===== src/shared/t4tah_pkg.sv =====
package t4tah_pkg;

  // ==========================================================================
  // Command header bytes
  // ==========================================================================
  localparam logic [7:0]  CLA_T4T        = 8'h00;
  localparam logic [7:0]  INS_SELECT     = 8'hA4;
  localparam logic [7:0]  INS_READ_BIN   = 8'hB0;
  localparam logic [7:0]  INS_UPDATE_BIN = 8'hD6;
  localparam logic [7:0]  P1_SEL_NAME    = 8'h04;
  localparam logic [7:0]  P1_SEL_FILE    = 8'h00;

  // ==========================================================================
  // Status words
  // ==========================================================================
  localparam logic [15:0] SW_OK          = 16'h9000;
  localparam logic [15:0] SW_NOT_FOUND   = 16'h6A82;
  localparam logic [15:0] SW_NO_FILE     = 16'h6982;
  localparam logic [15:0] SW_WRONG_PARAM = 16'h6A86;
  localparam logic [15:0] SW_BAD_CLASS   = 16'h6E00;
  localparam logic [15:0] SW_BAD_INS     = 16'h6D00;

  // ==========================================================================
  // Files and access values
  // ==========================================================================
  localparam logic [15:0] FID_CC         = 16'hE103;
  localparam logic [15:0] FID_DATA       = 16'hE104;
  localparam logic [7:0]  WR_FULL        = 8'h00;
  localparam logic [7:0]  WR_NONE        = 8'hFF;
  localparam logic [7:0]  LC_CC_UPDATE   = 8'h01;
  localparam logic [7:0]  WR_ACC_RESET   = 8'h00;
  localparam int          CC_LEN         = 15;
  localparam int          CC_WR_IDX      = 14;
  localparam int          AID_LEN        = 7;
  localparam logic [55:0] AID_VALUE      = 56'hD2_7600_0085_0101;

endpackage


===== src/rtl/t4tah_store.sv =====
`timescale 1ns/1ps
`default_nettype none

// ============================================================================
// Byte store for the data file, one write and one read port
// ============================================================================
module t4tah_store #(
  parameter int DEPTH = 256,
  parameter int AW    = 8
) (
  input  wire logic          i_clk,
  input  wire logic          i_we,
  input  wire logic [AW-1:0] i_waddr,
  input  wire logic [7:0]    i_wdata,
  input  wire logic [AW-1:0] i_raddr,
  output logic      [7:0]    o_rdata
);

  logic [7:0] mem_r [DEPTH];

  // Write port
  always_ff @(posedge i_clk)
  begin
    if (i_we)
    begin
      mem_r[i_waddr] <= i_wdata;
    end
  end

  // Asynchronous read
  assign o_rdata = mem_r[i_raddr];

endmodule

`default_nettype wire


===== src/rtl/t4tah_core.sv =====
`timescale 1ns/1ps
`default_nettype none


// ============================================================================
// Command interpreter for an emulated Type 4 tag
// ============================================================================
module t4tah_core
  import t4tah_pkg::*;
#(
  parameter int MAX_FILE = 255,
  parameter int AW       = 8
) (
  input  wire logic       i_clk,
  input  wire logic       i_rst,
  input  wire logic       i_cmd_valid,
  input  wire logic [7:0] i_cmd_byte,
  input  wire logic       i_cmd_last,
  input  wire logic       i_rsp_ready,
  output logic            o_rsp_valid,
  output logic [7:0]      o_rsp_byte,
  output logic            o_rsp_last,
  output logic            o_busy,
  output logic            o_app_sel,
  output logic            o_file_sel
);
  import t4tah_pkg::*;

  // ==========================================================================
  // State
  // ==========================================================================
  typedef enum logic [3:0] {
    ST_RX   = 4'b0001,
    ST_EXEC = 4'b0010,
    ST_DATA = 4'b0100,
    ST_SW   = 4'b1000
  } t4tah_state_e;

  t4tah_state_e state_r;
  logic [7:0]  hdr_r [5];         // CLA INS P1 P2 P3
  logic [8:0]  cnt_r;             // Bytes received, room for Lc 255 plus header
  logic [7:0]  body_r [8];        // Short data for select ids
  logic        app_sel_r;
  logic [1:0]  file_r;            // 0 none, 1 container, 2 data
  logic [7:0]  wr_acc_r;
  logic [7:0]  flen_r;            // Stored data length
  logic [15:0] sw_r;
  logic [7:0]  tx_idx_r;
  logic [7:0]  tx_len_r;
  logic        sw_lo_r;
  logic        upd_ok_r;          // Update allowed, data may be stored
  logic        rsp_valid_r;
  logic [7:0]  rsp_byte_r;
  logic        rsp_last_r;
  logic        rsp_end_r;         // Final status byte on the output

  // ==========================================================================
  // Decode
  // ==========================================================================
  wire logic [7:0] cla     = hdr_r[0];
  wire logic [7:0] ins     = hdr_r[1];
  wire logic [7:0] p1      = hdr_r[2];
  wire logic [7:0] p3      = hdr_r[4];
  wire logic       cla_ok  = (cla == CLA_T4T);
  wire logic [15:0] fid    = {body_r[0], body_r[1]};
  wire logic       aid_hit = (p3 == 8'(AID_LEN)) &&
                             ({body_r[0], body_r[1], body_r[2], body_r[3],
                               body_r[4], body_r[5], body_r[6]} == AID_VALUE);
  wire logic       fid_cc  = (p3 == 8'h02) && (fid == FID_CC);
  wire logic       fid_dat = (p3 == 8'h02) && (fid == FID_DATA);
  wire logic       wr_perm = (file_r == 2'd2) ? (wr_acc_r == WR_FULL)
                                              : (wr_acc_r != WR_NONE);
  wire logic [7:0] cur_len = (file_r == 2'd1) ? 8'(CC_LEN) : flen_r;
  wire logic       rx_take = (state_r == ST_RX) && i_cmd_valid;
  wire logic       in_body = rx_take && (cnt_r >= 9'd5);
  wire logic [7:0] body_ix = 8'(cnt_r - 9'd5);
  wire logic       tx_go   = rsp_valid_r && i_rsp_ready;

  // Capability container image, privilege byte live
  function automatic logic [7:0] cc_byte(input logic [7:0] idx, input logic [7:0] wacc);
    logic [7:0] b;
    b = 8'h00;
    unique case (idx)
      8'd1:    b = 8'(CC_LEN);
      8'd2:    b = 8'h20;
      8'd4:    b = 8'hFB;
      8'd6:    b = 8'hF9;
      8'd7:    b = 8'h04;
      8'd8:    b = 8'h06;
      8'd9:    b = FID_DATA[15:8];
      8'd10:   b = FID_DATA[7:0];
      8'd12:   b = 8'(MAX_FILE);
      8'd14:   b = wacc;
      default: b = 8'h00;
    endcase
    return b;
  endfunction

  // ==========================================================================
  // Data file store
  // ==========================================================================
  wire logic       st_we  = in_body && upd_ok_r && (file_r == 2'd2);
  wire logic [7:0] st_rd;

  t4tah_store #(
    .DEPTH (256),
    .AW    (AW)
  ) u_store (
    .i_clk   (i_clk),
    .i_we    (st_we),
    .i_waddr (body_ix[AW-1:0]),
    .i_wdata (i_cmd_byte),
    .i_raddr (tx_idx_r[AW-1:0]),
    .o_rdata (st_rd)
  );

  // ==========================================================================
  // Command execution: status and outcome
  // ==========================================================================
  logic [15:0] ex_sw;
  logic [7:0]  ex_len;
  always_comb
  begin
    ex_sw  = SW_OK;
    ex_len = 8'd0;
    if (!cla_ok)
      ex_sw = SW_BAD_CLASS;
    else if (ins == INS_SELECT)
    begin
      if (p1 == P1_SEL_NAME)
        ex_sw = aid_hit ? SW_OK : SW_NOT_FOUND;
      else if (p1 == P1_SEL_FILE)
        ex_sw = (app_sel_r && (fid_cc || fid_dat)) ? SW_OK : SW_NOT_FOUND;
      else
        ex_sw = SW_WRONG_PARAM;
    end
    else if (ins == INS_READ_BIN)
    begin
      if (file_r == 2'd0)
        ex_sw = SW_NO_FILE;
      else if (p3 > cur_len)
        ex_sw = SW_WRONG_PARAM;
      else
        ex_len = p3;
    end
    else if (ins == INS_UPDATE_BIN)
      ex_sw = upd_ok_r ? SW_OK : ((file_r == 2'd0) ? SW_NO_FILE : SW_WRONG_PARAM);
    else
      ex_sw = SW_BAD_INS;
  end

  // Update gate judged once the header is complete
  wire logic upd_gate = (file_r != 2'd0) && wr_perm &&
                        ((file_r == 2'd1) ? (i_cmd_byte == LC_CC_UPDATE)
                                          : (i_cmd_byte <= 8'(MAX_FILE)));

  // ==========================================================================
  // Receive counters and header capture
  // ==========================================================================
  always_ff @(posedge i_clk or posedge i_rst)
  begin
    if (i_rst)
    begin
      cnt_r    <= 9'd0;
      upd_ok_r <= 1'b0;
    end
    else if (rx_take)
    begin
      cnt_r    <= i_cmd_last ? 9'd0 : cnt_r + 9'd1;
      if (cnt_r == 9'd4)
        upd_ok_r <= (hdr_r[1] == INS_UPDATE_BIN) && (hdr_r[0] == CLA_T4T) && upd_gate;
    end
    else if (state_r == ST_SW && tx_go && sw_lo_r)
      upd_ok_r <= 1'b0;
  end

  always_ff @(posedge i_clk)
  begin
    if (rx_take && cnt_r < 9'd5)
      hdr_r[cnt_r[2:0]] <= i_cmd_byte;
    if (in_body && body_ix < 8'd8)
      body_r[body_ix[2:0]] <= i_cmd_byte;
  end

  // ==========================================================================
  // Selection and file state
  // ==========================================================================
  always_ff @(posedge i_clk or posedge i_rst)
  begin
    if (i_rst)
    begin
      app_sel_r <= 1'b0;
      file_r    <= 2'd0;
      wr_acc_r  <= WR_ACC_RESET;
      flen_r    <= 8'd0;
    end
    else if (state_r == ST_EXEC && cla_ok && ins == INS_SELECT)
    begin
      if (p1 == P1_SEL_NAME)
      begin
        app_sel_r <= aid_hit;
        file_r    <= 2'd0;
      end
      else if (p1 == P1_SEL_FILE && app_sel_r)
        file_r <= fid_cc ? 2'd1 : (fid_dat ? 2'd2 : 2'd0);
    end
    else if (state_r == ST_EXEC && upd_ok_r)
    begin
      if (file_r == 2'd1)
        wr_acc_r <= body_r[0];
      else
        flen_r <= p3;
    end
  end

  // ==========================================================================
  // Sequencer
  // ==========================================================================
  always_ff @(posedge i_clk or posedge i_rst)
  begin
    if (i_rst)
      state_r <= ST_RX;
    else
    begin
      unique case (state_r)
        ST_RX:   if (rx_take && i_cmd_last) state_r <= ST_EXEC;
        ST_EXEC: state_r <= (ex_len != 8'd0) ? ST_DATA : ST_SW;
        ST_DATA: if (tx_go && rsp_last_r) state_r <= ST_SW;
        ST_SW:   if (tx_go && sw_lo_r) state_r <= ST_RX;
        default: state_r <= ST_RX;
      endcase
    end
  end

  // ==========================================================================
  // Response output: data bytes, then status word
  // ==========================================================================
  wire logic [7:0] data_b = (file_r == 2'd1) ? cc_byte(tx_idx_r, wr_acc_r) : st_rd;

  always_ff @(posedge i_clk or posedge i_rst)
  begin
    if (i_rst)
    begin
      sw_r        <= SW_OK;
      tx_idx_r    <= 8'd0;
      tx_len_r    <= 8'd0;
      sw_lo_r     <= 1'b0;
      rsp_valid_r <= 1'b0;
      rsp_byte_r  <= 8'h00;
      rsp_last_r  <= 1'b0;
      rsp_end_r   <= 1'b0;
    end
    else if (state_r == ST_EXEC)
    begin
      sw_r     <= ex_sw;
      tx_idx_r <= 8'd0;
      tx_len_r <= ex_len;
      sw_lo_r  <= 1'b0;
    end
    else if (state_r == ST_DATA && (!rsp_valid_r || tx_go) && !(tx_go && rsp_last_r))
    begin
      rsp_valid_r <= 1'b1;
      rsp_byte_r  <= data_b;
      rsp_last_r  <= (tx_idx_r + 8'd1 == tx_len_r);
      tx_idx_r    <= tx_idx_r + 8'd1;
    end
    else if (state_r == ST_SW)
    begin
      // High status byte first, low byte marked as the end of the reply
      if (!rsp_valid_r)
      begin
        rsp_valid_r <= 1'b1;
        rsp_byte_r  <= sw_r[15:8];
      end
      else if (tx_go && !sw_lo_r)
      begin
        rsp_byte_r  <= sw_r[7:0];
        sw_lo_r     <= 1'b1;
        rsp_end_r   <= 1'b1;
      end
      else if (tx_go)
      begin
        rsp_valid_r <= 1'b0;
        rsp_end_r   <= 1'b0;
      end
    end
    else if (tx_go)
    begin
      rsp_valid_r <= 1'b0;
      rsp_last_r  <= 1'b0;
    end
  end

  // ==========================================================================
  // Outputs
  // ==========================================================================
  assign o_rsp_valid = rsp_valid_r;
  assign o_rsp_byte  = rsp_byte_r;
  assign o_rsp_last  = rsp_end_r;
  assign o_busy      = (state_r != ST_RX);
  assign o_app_sel   = app_sel_r;
  assign o_file_sel  = (file_r != 2'd0);

endmodule

`default_nettype wire


===== config.mk =====
export PLATFORM = sky130hd
export DESIGN_NAME = t4tah_core
export DESIGN_NICKNAME = d
export VERILOG_FILES = /design/src/shared/t4tah_pkg.sv /design/src/rtl/t4tah_store.sv /design/src/rtl/t4tah_core.sv
export SDC_FILE = /design/constraint.sdc
export NUM_CORES = 2
export LEC_CHECK = 0
export BUFFER_PORTS_ARGS = -buffer_cell sky130_fd_sc_hd__buf_2
export CORE_MARGIN = 5
export CORE_UTILIZATION = 66
export CTS_BUF_LIST = sky130_fd_sc_hd__clkbuf_2
export DETAILED_ROUTE_END_ITERATION = 8
export PLACE_DENSITY = 0.82
export SYNTH_ARGS = -nofsm -noshare
export SYNTH_HDL_FRONTEND = slang
export SYNTH_HIERARCHICAL = 1
export SYNTH_SLANG_ARGS = --single-unit

===== constraint.sdc =====
create_clock -name i_clk -period 5.3 [get_ports i_clk]
set_input_delay 0.795 -clock i_clk [delete_from_list [all_inputs] [get_ports i_clk]]
set_output_delay 0.795 -clock i_clk [all_outputs]
set_load 0.02 [all_outputs]

==> metrics <==
CTS resizes 0; min-delay src i_cmd_valid; VDD IR max 0.2581 mV; reg2reg end u_store/mem_r[76][4]$_DFFE_PP_; Gate Count Post-Synth 4330; reg2reg start state_r[0]$_DFFE_PP1P_; die height 372.2 um; worst path required time 6.66 ns; DRT Pass-1 Iters 9; 1st-iter DRT viols 7196; sequential element share of the synthesized area 76.03%; chip width approximately 370 um; Critical Path AT between 6 and 7 ns; total power 31.13 mW; crit share post-route 89.15%; # clock sinks 2204; minimum clock period 4.725 ns; Hold Worst Slack 0.1237 ns; Post-Syn Nets 4359; relative max-transition margin 2.001%; first-pass GRT wire length 311700 um; PwrDens 332.1 nW/um^2; clk buf depth 4; final wirelength 212700 um; most frequent cell after synthesis edfxtp_1; worst-path fanout max 19; starting density of the core approximately 66%; routed via count 47240; CTS tree yes; DIE AREA 138600 um^2; R2R cell count 7; hold depth 4; Ys Warns 6; pins over their slew limit 0; setup bufs post-CTS 0; main flop type after synthesis edfxtp_1; share of layout cells above drive strength 1 28.95%; via/cell ratio 6.812; number of synthesized register bits 2204; Hold Crit Class in -> reg; Area contributors post-synth edfxtp_1, mux4_2, dfrtp_1, mux2i_1, nor2_1; pre-CTS setup slack 0.6233 ns; Port Buffers 25; Routability Congestion around 0.93; flop2flop setup slack 0.57 ns; NumNets Final about 4800; final hold violations 0; io pins 26; P_leak 29.35 nW; status finished, final reports clean; clock slew at reported path FFs 0.10 ns; asr flop ratio synth between 3 and 4%; critical path launch point type register; synth cell count leaders edfxtp_1, mux4_2, nor2_1; Setup TNS Final 0 ns; Skew-Pair Late Insertion Delay 1.79 ns; per-cell routed wire length 30.67 um; Yosys top cell area share 74.07%; number of synthesized flops with an enable pin ~2100; max frequency 211.6 MHz; H-tree depth 6; core area 131000 um^2; Syn Area/Cell 20.00 um^2; DRC violations left 0; Cell Area, Synth a little under 90000 um^2; gr usage total between 30% and 40%; Setup Viol. Count Final 0; Detail Route Antenna Nets 0; pin count of the biggest net entering global routing 230; MaxCap Viol Count 0; clock skew ~0.13 ns; Crit Path Class reg -> reg; Remaining Overflow, GRT 0; root buf cell clkbuf_2; synthesis-to-finish area growth 8.244%; Worst-Margin Slew 1.470 ns; FP Rows 133; vias in the first global route ~48000; CP endpoint kind register; initial antenna violation count 6; cell accounting for the most synthesized area edfxtp_1; Synth cell types 84; Hold Path End cnt_r[0]$_DFFE_PP0P_; RSZ-0062 raised after global routing false; TritonCTS buffer count 534; CP Launch Point state_r[0]$_DFFE_PP1P_; fin worst setup slack between 0.5 and 0.6 ns; Detail Placement HPWL 129900 um
## logic make-up after synthesis
kind of cell,Yosys count,share of synthesized area (%)
XOR/XNOR,24,0.2427
AO/OA/AOI/OAI,504,4.070
flip-flops,2204,76.03
AND/OR/NAND/NOR,703,3.918
buffers and inverters,270,1.842
multiplexers,609,13.66
adder cells (fa/ha/maj),16,0.2312
## metal layers
layer / up-vias / global-route usage [%] / wire length (um)
met1: 23730 / 41.64 / 73040
met2: 3604 / 49.20 / 103300
li1: 19190 / - / -
met3: 716 / 8.158 / 25430
met5: - / 0 / 22
met4: 4 / 15.05 / 10960
## cells in the final DEF, fill, tap and decap left out, types with 61 or more instances in the layout
master       n
a21oi_1    117
a22oi_1    134
buf_4      116
clkbuf_2   773
clkinv_1    90
dfrtp_1     61
edfxtp_1  2136
mux2i_1    136
mux4_2     454
nand2_1     86
nor2_1     331
## per-stage QoR
step / std cells / util, % / instance area [um^2]
after floorplan: 4330 / - / 86600
after global placement: 5995 / 67.80 / 88790
after detailed placement: 5995 / 67.80 / 88790
after CTS: 6922 / 71.55 / 93710
after global routing: 6930 / 71.57 / 93730
final: 6935 / 71.58 / 93740
## worst max path at each step
stage	slack [ns]	to
floorplan	2.09	u_store/mem_r[234][0]$_DFFE_PP_
global placement	0.71	u_store/mem_r[93][4]$_DFFE_PP_
CTS	0.63	u_store/mem_r[76][1]$_DFFE_PP_
global route	0.34	u_store/mem_r[141][4]$_DFFE_PP_
finish	0.57	u_store/mem_r[76][4]$_DFFE_PP_
detailed placement	0.62	u_store/mem_r[76][2]$_DFFE_PP_
## report_power, final
group | leakage, nW | switching, mW | internal [mW] | total [mW]
Combinational | 5.64 | 0.735 | 0.227 | 0.962
Sequential | 20.1 | 0.111 | 19.2 | 19.3
Clock | 3.63 | 6.47 | 4.41 | 10.9
## state kept, by name (all words and copies together) (netlist names)
signal and flops:
u_store/mem_r 2048, body_r 56, hdr_r 32, cnt_r 9
flen_r 8, o_rsp_byte 8, tx_idx_r 8, tx_len_r 8
wr_acc_r 8, sw_r 7, state_r 4, file_r 2
o_app_sel 1, o_rsp_last 1, o_rsp_valid 1, rsp_last_r 1
sw_lo_r 1, upd_ok_r 1
## critical path: stages, from the launching register on
cell     delay (ns)
dfstp_2        0.65
nor4b_1        0.42
nand2_1        0.22
a21oi_1        0.26
and3_1         0.60
nand4_1        0.94
buf_4          0.54
nor2_1         0.72
## area by class of cell
cell class	count	area (um^2)
Sequential cell	2204	65860
Fill cell	7684	37230
Multi-Input combinational cell	1856	19210
Clock buffer	773	3869
Tap cell	1755	2196
Timing Repair Buffer	181	1683
Clock inverter	133	814.5
Inverter	20	75.07
Antenna cell	13	32.53
## repair_timing
item                       in CTS  in global routing
hold buffers                   21                  0
hold endpoints to repair     1454                  0
setup endpoints to repair       0                  0
Power figures use the tool's default switching activity.
